**src/rtl/cio_defines.svh**
```systemverilog
// constants for the processor I/O control unit and its device controllers
// assumes 16-bit words, doc bit 0 is word bit 15
//
// Contract
// - skip tests device busy/done per t
// - device code 77 octal goes to cpu
// - status word bits 0-9 as listed
// - status bits 10-15: step, retained, memory, loop
// - status bit 6 shows halt routing strap
// - console ack clears console event bits
// - halt updates ion then stops processor
// - acknowledge returns code, upper bits ones
// - plain acknowledge keeps ion; general form updates
// - disable clears ion, enable sets ion
// - one more instruction after ion rises
// - one-cycle follower: two instructions first
// - device reset clears ion, busy, done
// - input c zeroes mask, ion per f
// - device reset at power-up, switch, console
// - device reset leaves float status untouched
// - mask write copies accumulator, ion per f
// - controller masks request when its bit set
// - controllers see mask, reset, acknowledge only
// - cpu skip tests ion or power flag
// - console register read, then ion per f
// - function field: none, start, clear, pulse
`ifndef CIO_DEFINES_SVH
`define CIO_DEFINES_SVH

`define CIO_DEV_CPU 6'h3F
`define CIO_DEV_NONE 6'h00

`define CIO_OP_NIO 3'h0
`define CIO_OP_DIA 3'h1
`define CIO_OP_DOA 3'h2
`define CIO_OP_DIB 3'h3
`define CIO_OP_DOB 3'h4
`define CIO_OP_DIC 3'h5
`define CIO_OP_DOC 3'h6
`define CIO_OP_SKP 3'h7

`define CIO_F_NONE 2'h0
`define CIO_F_START 2'h1
`define CIO_F_CLEAR 2'h2
`define CIO_F_PULSE 2'h3

`define CIO_T_BUSY_SET 2'h0
`define CIO_T_BUSY_CLR 2'h1
`define CIO_T_DONE_SET 2'h2
`define CIO_T_DONE_CLR 2'h3

`define CIO_W_AC_HI 12
`define CIO_W_AC_LO 11
`define CIO_W_OP_HI 10
`define CIO_W_OP_LO 8
`define CIO_W_F_HI 7
`define CIO_W_F_LO 6
`define CIO_W_DEV_HI 5
`define CIO_W_DEV_LO 0

`define CIO_ACK_FILL 10'h3FF
`define CIO_NODEV_DATA 16'hFFFF
`define CIO_MASK_RESET 16'h0000
`define CIO_IO_TIMEOUT 3'h4
`define CIO_NPIN 11

`endif

```
**src/rtl/cio_pkg.sv**
```systemverilog
// types for the processor I/O control unit
// assumes cio_defines.svh for all numeric constants
package cio_pkg;

   typedef enum logic [0:0] {
      CIO_IDLE,
      CIO_WAIT
   } cio_bus_state_t;

   typedef enum logic [1:0] {
      CIO_DLY_OPEN,
      CIO_DLY_FIRST,
      CIO_DLY_SECOND
   } cio_delay_state_t;

endpackage : cio_pkg

```
**src/rtl/cio_if.sv**
```systemverilog
// programmed I/O bus between processor and device controllers
// assumes one clock shared by both ends
`timescale 1ns/100ps
interface cio_if;
   logic io_strobe;
   logic [2:0] io_op;
   logic [1:0] io_func;
   logic [5:0] io_dev;
   logic [15:0] io_wdata;
   logic io_reset;
   logic [15:0] io_mask;
   logic rsp_valid;
   logic rsp_busy;
   logic rsp_done;
   logic [15:0] rsp_rdata;
   logic irq_req;
   logic [5:0] irq_code;

   modport cpu (
      output io_strobe, io_op, io_func, io_dev, io_wdata, io_reset, io_mask,
      input rsp_valid, rsp_busy, rsp_done, rsp_rdata, irq_req, irq_code
   );

   modport ctl (
      input io_strobe, io_op, io_func, io_dev, io_wdata, io_reset, io_mask,
      output rsp_valid, rsp_busy, rsp_done, rsp_rdata, irq_req, irq_code
   );
endinterface : cio_if

```
**src/rtl/cio_cpu_end.sv**
```systemverilog
// processor end: cpu pseudo-device, skip tests, mask, interrupt gating
// assumes instruction words from the core on clk_sys; pins are asynchronous
`timescale 1ns/100ps
`include "cio_defines.svh"
module cio_cpu_end import cio_pkg::*; (
   input wire logic clk_sys,
   input wire logic resetn,
   input wire logic ce,
   cio_if.cpu io,
   input wire logic instr_valid,
   input wire logic [15:0] instr_word,
   input wire logic [15:0] acc_in,
   input wire logic instr_start,
   input wire logic start_interruptible,
   input wire logic instr_retire,
   input wire logic retire_one_cycle,
   input wire logic [15:0] vc_register,
   input wire logic vc_reset_cmd,
   input wire logic halt_continue,
   input wire logic power_fail_pin,
   input wire logic break_key_pin,
   input wire logic load_key_pin,
   input wire logic halt_strap_pin,
   input wire logic single_step_pin,
   input wire logic mem_retained_pin,
   input wire logic loop_test_pin,
   input wire logic [1:0] mem_size_pin,
   input wire logic reset_switch_pin,
   input wire logic console_locked_pin,
   output logic instr_done,
   output logic [15:0] acc_out,
   output logic acc_write,
   output logic skip_next,
   output logic cpu_halted,
   output logic console_entry,
   output logic interrupt_allowed
);
   logic [`CIO_NPIN-1:0] pin_raw, pin_m, pin_s;
   logic power_loss_flag, break_s, load_key_event, halt_routing_select, single_step_mode;
   logic memory_retained_valid, console_loop_test, rsw_s, lock_s, break_q, rsw_q;
   logic [1:0] memory_size_code;
   cio_bus_state_t state;
   cio_delay_state_t dly;
   logic interrupts_on_flag, next_ion, break_key_event, power_up_event, halt_executed;
   logic powerup_pending, is_cpu, take, local_exec, reset_all, cpu_skip, dev_skip;
   logic console_ack;
   logic [15:0] interrupt_priority_mask, cpu_status_word;
   logic [2:0] tmo, op;
   logic [1:0] fn, ac;
   logic [5:0] dev;

   // pin synchronisers
   assign pin_raw = {power_fail_pin, break_key_pin, load_key_pin, halt_strap_pin,
      single_step_pin, mem_retained_pin, loop_test_pin, mem_size_pin,
      reset_switch_pin, console_locked_pin};

   genvar g;
   for (g = 0; g < `CIO_NPIN; g++) begin : g_sync
      always_ff @(posedge clk_sys or negedge resetn) begin
         if (!resetn) begin
            pin_m[g] <= 1'b0;
            pin_s[g] <= 1'b0;
         end else if (ce) begin
            pin_m[g] <= pin_raw[g];
            pin_s[g] <= pin_m[g];
         end
      end
   end

   assign {power_loss_flag, break_s, load_key_event, halt_routing_select,
      single_step_mode, memory_retained_valid, console_loop_test, memory_size_code,
      rsw_s, lock_s} = pin_s;

   // instruction decode
   assign op = instr_word[`CIO_W_OP_HI:`CIO_W_OP_LO];
   assign fn = instr_word[`CIO_W_F_HI:`CIO_W_F_LO];
   assign ac = instr_word[`CIO_W_AC_HI:`CIO_W_AC_LO];
   assign dev = instr_word[`CIO_W_DEV_HI:`CIO_W_DEV_LO];
   assign is_cpu = (dev == `CIO_DEV_CPU);
   assign take = ce && state == CIO_IDLE && instr_valid && !cpu_halted;
   assign local_exec = take && is_cpu;
   assign console_ack = local_exec && op == `CIO_OP_DOA && fn == `CIO_F_PULSE;

   // power-up, unlocked reset switch, console reset command
   assign reset_all = ce && (powerup_pending || (rsw_s && !rsw_q && !lock_s) ||
      vc_reset_cmd);

   assign cpu_status_word = {power_loss_flag, interrupts_on_flag, 1'b1, break_key_event,
      power_up_event, halt_executed, halt_routing_select, io.irq_req, load_key_event,
      1'b0, single_step_mode, memory_retained_valid, memory_size_code, 1'b0,
      console_loop_test};

   // low test bit inverts, high bit picks the flag
   assign cpu_skip = fn[0] ^ (fn[1] ? power_loss_flag : interrupts_on_flag);
   assign dev_skip = io.io_func[0] ^ (io.io_func[1] ? io.rsp_done : io.rsp_busy);

   // interrupts-on flag after a cpu operation other than skip or DOA: 01 sets, 10 clears
   assign next_ion = (op == `CIO_OP_SKP || op == `CIO_OP_DOA || fn[0] == fn[1]) ?
      interrupts_on_flag : fn[0];

   always_ff @(posedge clk_sys or negedge resetn) begin
      if (!resetn) begin
         powerup_pending <= 1'b1;
         break_q <= 1'b0;
         rsw_q <= 1'b0;
      end else if (ce) begin
         powerup_pending <= 1'b0;
         break_q <= break_s;
         rsw_q <= rsw_s;
      end
   end

   // only the interrupts-on flag is cleared; no float status lives here
   always_ff @(posedge clk_sys or negedge resetn) begin
      if (!resetn) begin
         interrupts_on_flag <= 1'b0;
      end else if (reset_all) begin
         interrupts_on_flag <= 1'b0;
      end else if (local_exec) begin
         interrupts_on_flag <= next_ion;
      end
   end

   // priority mask, write-only from software
   always_ff @(posedge clk_sys or negedge resetn) begin
      if (!resetn) begin
         interrupt_priority_mask <= `CIO_MASK_RESET;
      end else if (local_exec && op == `CIO_OP_DOB) begin
         interrupt_priority_mask <= acc_in;
      end else if (local_exec && op == `CIO_OP_DIC) begin
         interrupt_priority_mask <= `CIO_MASK_RESET;
      end
   end

   // console events; a new event wins over the acknowledge
   always_ff @(posedge clk_sys or negedge resetn) begin
      if (!resetn) begin
         break_key_event <= 1'b0;
         power_up_event <= 1'b0;
         halt_executed <= 1'b0;
      end else if (ce) begin
         if (console_ack) begin
            break_key_event <= 1'b0;
            power_up_event <= 1'b0;
            halt_executed <= 1'b0;
         end
         if (break_s && !break_q) break_key_event <= 1'b1;
         if (powerup_pending) power_up_event <= 1'b1;
         if (local_exec && op == `CIO_OP_DOC) halt_executed <= 1'b1;
      end
   end

   // halt: routed to console or processor stop
   always_ff @(posedge clk_sys or negedge resetn) begin
      if (!resetn) begin
         cpu_halted <= 1'b0;
         console_entry <= 1'b0;
      end else if (ce) begin
         console_entry <= local_exec && op == `CIO_OP_DOC && halt_routing_select;
         if (local_exec && op == `CIO_OP_DOC && !halt_routing_select) begin
            cpu_halted <= 1'b1;
         end else if (halt_continue) begin
            cpu_halted <= 1'b0;
         end
      end
   end

   // enable delay after the flag rises
   always_ff @(posedge clk_sys or negedge resetn) begin
      if (!resetn) begin
         dly <= CIO_DLY_OPEN;
      end else if (ce) begin
         if (local_exec && !interrupts_on_flag && next_ion && !reset_all) begin
            dly <= CIO_DLY_FIRST;
         end else if (instr_retire) begin
            unique case (dly)
               CIO_DLY_FIRST: dly <= retire_one_cycle ? CIO_DLY_SECOND : CIO_DLY_OPEN;
               CIO_DLY_SECOND: dly <= CIO_DLY_OPEN;
               CIO_DLY_OPEN: dly <= CIO_DLY_OPEN;
            endcase
         end
      end
   end

   // halted processor ignores program interrupts
   always_ff @(posedge clk_sys or negedge resetn) begin
      if (!resetn) begin
         interrupt_allowed <= 1'b0;
      end else if (ce) begin
         interrupt_allowed <= interrupts_on_flag && io.irq_req && !cpu_halted &&
            (dly == CIO_DLY_OPEN ||
            (dly == CIO_DLY_FIRST && instr_start && start_interruptible));
      end
   end

   // bus sequencing toward the controllers
   always_ff @(posedge clk_sys or negedge resetn) begin
      if (!resetn) begin
         state <= CIO_IDLE;
         tmo <= 3'h0;
         io.io_strobe <= 1'b0;
         io.io_op <= `CIO_OP_NIO;
         io.io_func <= `CIO_F_NONE;
         io.io_dev <= `CIO_DEV_NONE;
         io.io_wdata <= 16'h0000;
         io.io_reset <= 1'b0;
         io.io_mask <= `CIO_MASK_RESET;
      end else if (ce) begin
         io.io_reset <= reset_all;
         io.io_mask <= interrupt_priority_mask;
         io.io_strobe <= take && (!is_cpu || op == `CIO_OP_DOB || op == `CIO_OP_DIC ||
            op == `CIO_OP_DIB);
         if (take) begin
            io.io_op <= op;
            io.io_func <= fn;
            io.io_dev <= dev;
            io.io_wdata <= acc_in;
         end
         unique case (state)
            CIO_IDLE: begin
               tmo <= 3'h0;
               if (take && !is_cpu) state <= CIO_WAIT;
            end
            CIO_WAIT: begin
               tmo <= tmo + 3'h1;
               if (io.rsp_valid || tmo == `CIO_IO_TIMEOUT) state <= CIO_IDLE;
            end
         endcase
      end
   end

   // results toward the core
   always_ff @(posedge clk_sys or negedge resetn) begin
      if (!resetn) begin
         instr_done <= 1'b0;
         acc_out <= 16'h0000;
         acc_write <= 1'b0;
         skip_next <= 1'b0;
      end else if (ce) begin
         instr_done <= 1'b0;
         acc_write <= 1'b0;
         skip_next <= 1'b0;
         if (local_exec) begin
            instr_done <= 1'b1;
            unique case (op)
               `CIO_OP_DIA: begin
                  acc_out <= vc_register;
                  acc_write <= 1'b1;
               end
               `CIO_OP_DIB: begin
                  acc_out <= {`CIO_ACK_FILL, io.irq_code};
                  acc_write <= 1'b1;
               end
               `CIO_OP_SKP: begin
                  if (ac != 2'h0) begin
                     acc_out <= cpu_status_word;
                     acc_write <= 1'b1;
                  end else begin
                     skip_next <= cpu_skip;
                  end
               end
               default: ;
            endcase
         end else if (state == CIO_WAIT && (io.rsp_valid || tmo == `CIO_IO_TIMEOUT)) begin
            instr_done <= 1'b1;
            if (io.io_op == `CIO_OP_SKP) begin
               skip_next <= io.rsp_valid && dev_skip;
            end else if (io.io_op inside {`CIO_OP_DIA, `CIO_OP_DIB, `CIO_OP_DIC}) begin
               acc_out <= io.rsp_valid ? io.rsp_rdata : `CIO_NODEV_DATA;
               acc_write <= 1'b1;
            end
         end
      end
   end
endmodule : cio_cpu_end

```
**src/flat_wrapper.sv**
```systemverilog
// flat-port wrapper written by rule: the top's interface ports become plain ports
module cio_cpu_end_flat import cio_pkg::*;
  (clk_sys, resetn, ce, instr_valid, instr_word, acc_in, instr_start, start_interruptible, instr_retire, retire_one_cycle, vc_register, vc_reset_cmd, halt_continue, power_fail_pin, break_key_pin, load_key_pin, halt_strap_pin, single_step_pin, mem_retained_pin, loop_test_pin, mem_size_pin, reset_switch_pin, console_locked_pin, instr_done, acc_out, acc_write, skip_next, cpu_halted, console_entry, interrupt_allowed, io_io_strobe, io_io_op, io_io_func, io_io_dev, io_io_wdata, io_io_reset, io_io_mask, io_rsp_valid, io_rsp_busy, io_rsp_done, io_rsp_rdata, io_irq_req, io_irq_code);
  cio_if io_i ();
  input wire logic clk_sys;
  input wire logic resetn;
  input wire logic ce;
  input wire logic instr_valid;
  input wire logic [15:0] instr_word;
  input wire logic [15:0] acc_in;
  input wire logic instr_start;
  input wire logic start_interruptible;
  input wire logic instr_retire;
  input wire logic retire_one_cycle;
  input wire logic [15:0] vc_register;
  input wire logic vc_reset_cmd;
  input wire logic halt_continue;
  input wire logic power_fail_pin;
  input wire logic break_key_pin;
  input wire logic load_key_pin;
  input wire logic halt_strap_pin;
  input wire logic single_step_pin;
  input wire logic mem_retained_pin;
  input wire logic loop_test_pin;
  input wire logic [1:0] mem_size_pin;
  input wire logic reset_switch_pin;
  input wire logic console_locked_pin;
  output logic instr_done;
  output logic [15:0] acc_out;
  output logic acc_write;
  output logic skip_next;
  output logic cpu_halted;
  output logic console_entry;
  output logic interrupt_allowed;
  output wire logic [$bits(io_i.io_strobe)-1:0] io_io_strobe;
  output wire logic [$bits(io_i.io_op)-1:0] io_io_op;
  output wire logic [$bits(io_i.io_func)-1:0] io_io_func;
  output wire logic [$bits(io_i.io_dev)-1:0] io_io_dev;
  output wire logic [$bits(io_i.io_wdata)-1:0] io_io_wdata;
  output wire logic [$bits(io_i.io_reset)-1:0] io_io_reset;
  output wire logic [$bits(io_i.io_mask)-1:0] io_io_mask;
  input wire logic [$bits(io_i.rsp_valid)-1:0] io_rsp_valid;
  input wire logic [$bits(io_i.rsp_busy)-1:0] io_rsp_busy;
  input wire logic [$bits(io_i.rsp_done)-1:0] io_rsp_done;
  input wire logic [$bits(io_i.rsp_rdata)-1:0] io_rsp_rdata;
  input wire logic [$bits(io_i.irq_req)-1:0] io_irq_req;
  input wire logic [$bits(io_i.irq_code)-1:0] io_irq_code;
  assign io_io_strobe = io_i.io_strobe;
  assign io_io_op = io_i.io_op;
  assign io_io_func = io_i.io_func;
  assign io_io_dev = io_i.io_dev;
  assign io_io_wdata = io_i.io_wdata;
  assign io_io_reset = io_i.io_reset;
  assign io_io_mask = io_i.io_mask;
  assign io_i.rsp_valid = io_rsp_valid;
  assign io_i.rsp_busy = io_rsp_busy;
  assign io_i.rsp_done = io_rsp_done;
  assign io_i.rsp_rdata = io_rsp_rdata;
  assign io_i.irq_req = io_irq_req;
  assign io_i.irq_code = io_irq_code;
  cio_cpu_end u_core (.clk_sys(clk_sys), .resetn(resetn), .ce(ce), .io(io_i), .instr_valid(instr_valid), .instr_word(instr_word), .acc_in(acc_in), .instr_start(instr_start), .start_interruptible(start_interruptible), .instr_retire(instr_retire), .retire_one_cycle(retire_one_cycle), .vc_register(vc_register), .vc_reset_cmd(vc_reset_cmd), .halt_continue(halt_continue), .power_fail_pin(power_fail_pin), .break_key_pin(break_key_pin), .load_key_pin(load_key_pin), .halt_strap_pin(halt_strap_pin), .single_step_pin(single_step_pin), .mem_retained_pin(mem_retained_pin), .loop_test_pin(loop_test_pin), .mem_size_pin(mem_size_pin), .reset_switch_pin(reset_switch_pin), .console_locked_pin(console_locked_pin), .instr_done(instr_done), .acc_out(acc_out), .acc_write(acc_write), .skip_next(skip_next), .cpu_halted(cpu_halted), .console_entry(console_entry), .interrupt_allowed(interrupt_allowed));
endmodule
```
**config.mk**
```make
export PLATFORM = sky130hd
export DESIGN_NAME = cio_cpu_end_flat
export DESIGN_NICKNAME = d
export VERILOG_FILES = /design/src/rtl/cio_pkg.sv /design/src/rtl/cio_if.sv /design/src/rtl/cio_cpu_end.sv /design/src/flat_wrapper.sv
export VERILOG_INCLUDE_DIRS = /design/src /design/src/rtl
export SDC_FILE = /design/constraint.sdc
export NUM_CORES = 1
export LEC_CHECK = 0
export ABC_CLOCK_PERIOD_IN_PS = 1900
export BUFFER_PORTS_ARGS = -buffer_cell sky130_fd_sc_hd__buf_4
export CAP_MARGIN = 0
export CORE_AREA = 3 3 112 114
export CTS_BUF_LIST = sky130_fd_sc_hd__clkbuf_8 sky130_fd_sc_hd__clkbuf_16
export CTS_CLUSTER_DIAMETER = 40
export DETAILED_ROUTE_END_ITERATION = 8
export DIE_AREA = 0 0 115 117
export PLACE_DENSITY = 0.81
export SLEW_MARGIN = 20
export SYNTH_ARGS = -nofsm -noshare
export SYNTH_HDL_FRONTEND = slang
export SYNTH_SLANG_ARGS = --single-unit
```
**constraint.sdc**
```tcl
create_clock -name clk_sys -period 1.9 [get_ports clk_sys]
set_input_delay 0.095 -clock clk_sys [delete_from_list [all_inputs] [get_ports clk_sys]]
set_output_delay 0.095 -clock clk_sys [all_outputs]
set_load 0.02 [all_outputs]
```
Word-level counts from Yosys, hierarchy flattened
Cells that the tools add are included.
- add/sub/neg operators: 1
- equal/unequal tests: 20
- multiplexer cells: 41
- bitwise gates (word level): 3
- reductions and logical operators: 65
- operators with widths (operator ; number):
    $mux 16 ; 8
    $pmux 16 s3 ; 1
    $logic_and 1x1->1 ; 27
    $mux 1 ; 25
    $eq 3x3->1 const B ; 7
    $reduce_bool 2->1 ; 10
    $reduce_and 2->1 ; 6
    $eq 3x2->1 const B ; 3
    $logic_or 1x1->1 ; 9
    $logic_not 1->1 ; 8
    $eq 3x1->1 const B ; 2
    $eq 6x6->1 const B ; 1
    $mux 2 ; 3
    $pmux 3 s2 ; 1
    $reduce_and 6->1 ; 1
    $eq 2x2->1 const B ; 2
    $ne 4x4->1 const B ; 1
    $pmux 1 s2 ; 2
    $pmux 2 s2 ; 1
    $reduce_or 2->1 ; 2
    $add 3x1->3 const B ; 1
    $ne 3x3->1 const B ; 1
    $reduce_bool 3->1 ; 1
    $eq 2x1->1 const B ; 1
    other kinds (5) ; 6
- flip-flop bits (word level): 118
- bits of input ports: 95
- word-level logic and storage cells: 177

Longest topological paths before layout
- depth in word-level cells: 10
- gate-level depth with buffers: 7
- gate-level depth less buffers: 6

Least setup slack after synthesis
No wires, ideal clock.
- path kind: register to register
- from: register u_core.cpu_halted
- to: register u_core.acc_out[10]
- arrival time: 1.856 ns
- data required time: 1.775 ns
- slack: -0.081 ns
- stages on the path, launching flop included: 7
- clock period less this slack: 1.981 ns
- cells stage by stage: dfrtp_1 > and4bb_4 > and3_4 > buf_6 > a32oi_4 > buf_12 > mux2_4
- longest elaborated chain between the ends: 5
- elaborated cells between the ends (all ways): 10
- those cells by class: 3 x eq/ne; 1 x mux; 6 x reduce/logical
- RTL lines (item ; RTL line ; RTL):
    from (decl) ; cio_cpu_end.sv:34 ; output logic cpu_halted,
    from (signal assigned) ; cio_cpu_end.sv:156 ; cpu_halted <= 1'b0;
    from (signal assigned) ; cio_cpu_end.sv:161 ; cpu_halted <= 1'b1;
    from (signal assigned) ; cio_cpu_end.sv:163 ; cpu_halted <= 1'b0;
    $logic_not 1->1 * ; cio_cpu_end.sv:80 ; assign take = ce && state == CIO_IDLE && instr_valid && !cpu_halted;
    $logic_and 1x1->1 * ; cio_cpu_end.sv:80 ;
    $logic_and 1x1->1 * ; cio_cpu_end.sv:81 ; assign local_exec = take && is_cpu;
    $ne 4x4->1 (no line), or another cell as far along ; -- ;
    $reduce_and 6->1 (no line) ; -- ;
    to (signal assigned) ; cio_cpu_end.sv:247 ; acc_out <= vc_register;
    to (signal assigned) ; cio_cpu_end.sv:251 ; acc_out <= {`CIO_ACK_FILL, io.irq_code};
    to (signal assigned) ; cio_cpu_end.sv:256 ; acc_out <= cpu_status_word;
    to (decl) ; cio_cpu_end.sv:31 ; output logic [15:0] acc_out,
Every way passes the cells marked *; elsewhere a longest branch is shown, timed or not.
A chain may end at the register's enable or synchronous reset.

Worst setup path after layout
Same ends and word-level chain as after synthesis.

==> flow_metrics.tcl <==
set metrics [dict create \
    async_reset_ff_share_pct 100 \
    vdd_drop_max_v 0.000758 \
    coreArea_um2 11500 \
    rr_worst_depth 5 \
    cts-resized-gates 0 \
    die_h_um 117 \
    syn_inst 402 \
    remaining_drc_errors 0 \
    yosysWarnings 0 \
    grt_first_pass_wirelength_mm 21.8 \
    rows 39 \
    routed_wl_mm 13.6 \
    cts_tree "done" \
    maxCapViolations 0 \
    r2r_slack_ns 0.1 \
    antenna_cells 0 \
    setup_violations 0 \
    vias 3954 \
    ys_seq_elements 118 \
    clock_latency_ns 0.41 \
    crit_fanout 17 \
    critPathKind "register to register" \
    tns_ns 0 \
    total_power_w 0.00903 \
    hold_end "u_core.io.io_reset" \
    antenna_found_initial 0 \
    holdCritPathClass "input pin to register" \
    ctsHoldBuffers 40 \
    post-route-util_pct 67.8 \
    outcome "complete, no violations" \
    power_density_nw_per_um2 1160 \
    crit_buf_inv 1 \
    ant_nets 0 \
    crit_path_start_kind "register" \
    dp_hpwl_mm 9.24 \
    holdCritStartpoint "vc_reset_cmd" \
    portBuffers 158 \
    clock_skew_ns 0.00972 \
    rsz0062_at_grt "no" \
    cts_root_buffer "clkbuf_16" \
    grt_pass1_vias 4288 \
    cp.arrival_ns 2.09 \
    wl_per_cell_um 17.9 \
    r2r_end "u_core.acc_out[10]" \
    drt_iter0_markers 195 \
    gp_congestion 0.842 \
    clk_pin_slew_worst_paths_ns 0.05 \
    numCtsBuffers 17 \
    syn2layout_area_growth_pct 45.0 \
    syn_area_um2 5380 \
    cts_buffer_depth 2 \
    overflow 0 \
    period_share_pct 94.9 \
    timing.fmax_mhz 555 \
    seq_area_frac_synth_pct 54.9 \
    viasPerCell 5.19 \
    crit_required_ns 2.19 \
    fin_cells 762 \
    h-tree-depth 4 \
    fp.dieW_um 115 \
    fin_area_um2 7800 \
    die-area_um2 13500 \
    final_layout_size_suffix_gt1_share_pct 49.6 \
    finalCriticalPeriod_ns 1.80 \
    nets 704 \
    drv_slew 0 \
    dp.cells 690 \
    grt_max_degree 53 \
    cp_cell_sequence "and4bb_4, and3_4, a32oi_4, buf_12, mux2_4" \
    clkSinkCount 118 \
    placed_cell_area_um2 6770 \
    synth_ff_type "dfrtp_1" \
    worstReg2RegStart "u_core.cpu_halted" \
    p_leak_nw 3.80 \
    dr.pass1.iters 4 \
    start_util_pct 46.7 \
    synth-edff-count 0 \
    crit_family "simple AND/OR/NAND/NOR gates" \
    slowest_stage "dfrtp_2" \
    postSynthAreaPerCell_um2 13.4 \
    hold_viol_final 0 \
    cts_setup_buffers 0 \
    relSlewSlack_pct 61.7 \
    syn_nets 500 \
    track_usage_pct 21.1 \
    ios 162 \
    whs_path_depth 3 \
    tightestPinTransition_ns 0.574 \
    end_kind "register" \
    cpPeakStageDelay_ns 0.42 \
    ys_types 45 \
]
-- worst register-to-register path, delay by kind of cell (launching register included) --
kind / cells / cell delay, ns
compound gates: 1 / 0.13
buf+inv: 1 / 0.18
flops: 1 / 0.42
mux: 1 / 0.31
simple gates: 2 / 0.64
-- layer usage --
layer	global-route usage, %	part of all wire [%]	vias up
met5	0	0	-
met4	5.40	0.74	0
met3	6.84	7.1	10
met2	36.3	51	138
met1	25.7	41	1971
li1	-	-	1835
-- layout by cell type (no fill, tap or decap), types with 6 or more instances in the layout --
cell type / Yosys / routed
nand4b_1: 8 / 8
mux2_2: 93 / 93
nand2_1: 15 / 15
buf_4: 1 / 163
nor2b_1: 34 / 34
o21ai_0: 16 / 16
clkbuf_16: 0 / 17
inv_1: 9 / 12
clkinv_2: 0 / 6
dfrtp_1: 117 / 116
dlygate4sd3_1: 0 / 40
mux2i_1: 25 / 25
mux2_4: 9 / 9
-- synth_stat cells, drive strengths merged, types with 2 or more instances --
cell	number	area [µm²]
dfrtp	117	2930
mux2	102	1180
nor2b	34	213
mux2i	25	250
o21ai	16	80.1
clkbuf	15	56.3
nand2	15	56.3
inv	9	33.8
buf	8	62.6
nand4b	8	70.1
nor2	6	25.0
a22o	5	43.8
a21oi	4	20.0
nand3	4	25.0
a21boi	3	22.5
ha	3	37.5
nand4	3	18.8
xnor2	3	26.3
a32oi	2	36.3
and2	2	12.5
and3	2	17.5
and4	2	17.5
-- cell families (layout without fill, tap and decap cells) --
group | count (synthesis) | after routing | synth area share [%]
flip-flops | 118 | 118 | 54.9
buffers and inverters | 32 | 249 | 2.84
adder cells (fa/ha/maj) | 3 | 3 | 0.698
XOR/XNOR | 3 | 3 | 0.488
AND/OR/NAND/NOR | 81 | 81 | 9.39
multiplexers | 127 | 127 | 26.6
AO/OA/AOI/OAI | 38 | 38 | 5.07
-- through the flow --
step / hold WS (ns) / setup slack, ns
floorplan: -0.201 / 0.0279
global placement: 0.0659 / 0.147
detailed placement: 0.0760 / 0.110
CTS: 0.0475 / 0.0944
global route: 0.0635 / 0.0400
finish: 0.0608 / 0.0970
-- area by class of cell --
| cell class | instances | area [µm²] |
|---|---|---|
| fill | 840 | 3710 |
| sequential | 118 | 2960 |
| multi-input combinational | 252 | 2280 |
| timing repair buffer | 208 | 1720 |
| clock buffer | 18 | 439 |
| clock inverter | 14 | 191 |
| tap | 143 | 179 |
| inverter | 9 | 33.8 |
-- worst max-delay path by stage --
stage / endpoint / depth (start not counted) / slack [ns] / start
2_1_floorplan: u_core.interrupt_priority_mask[10] / 5 / 0.03 / u_core.cpu_halted
5_1_grt: u_core.acc_out[10] / 5 / 0.04 / u_core.cpu_halted
6_report: u_core.acc_out[10] / 5 / 0.1 / u_core.cpu_halted
3_5_place_dp: u_core.acc_out[10] / 5 / 0.11 / u_core.cpu_halted
3_3_place_gp: u_core.acc_out[9] / 5 / 0.15 / u_core.cpu_halted
4_1_cts: u_core.acc_out[8] / 5 / 0.09 / u_core.cpu_halted
-- flip-flops by register name, indices dropped and copies added, names as in the netlist, 2 cells and up --
register and count:
u_core.acc_out 16, u_core.cpu_status_word 2, u_core.dly 2, u_core.interrupt_priority_mask 16, u_core.io.io_dev 6, u_core.io.io_func 2, u_core.io.io_mask 16, u_core.io.io_op 3
u_core.io.io_wdata 16, u_core.pin_m 11, u_core.tmo 3
-- power breakdown --
group / internal [W] / switching [W] / total (W)
Clock: 0.00233 / 0.00109 / 0.00342
Sequential: 0.00300 / 0.000303 / 0.00330
Combinational: 0.00122 / 0.00109 / 0.00231
Total: 0.00655 / 0.00248 / 0.00903
Power figures use the tool's default switching activity.
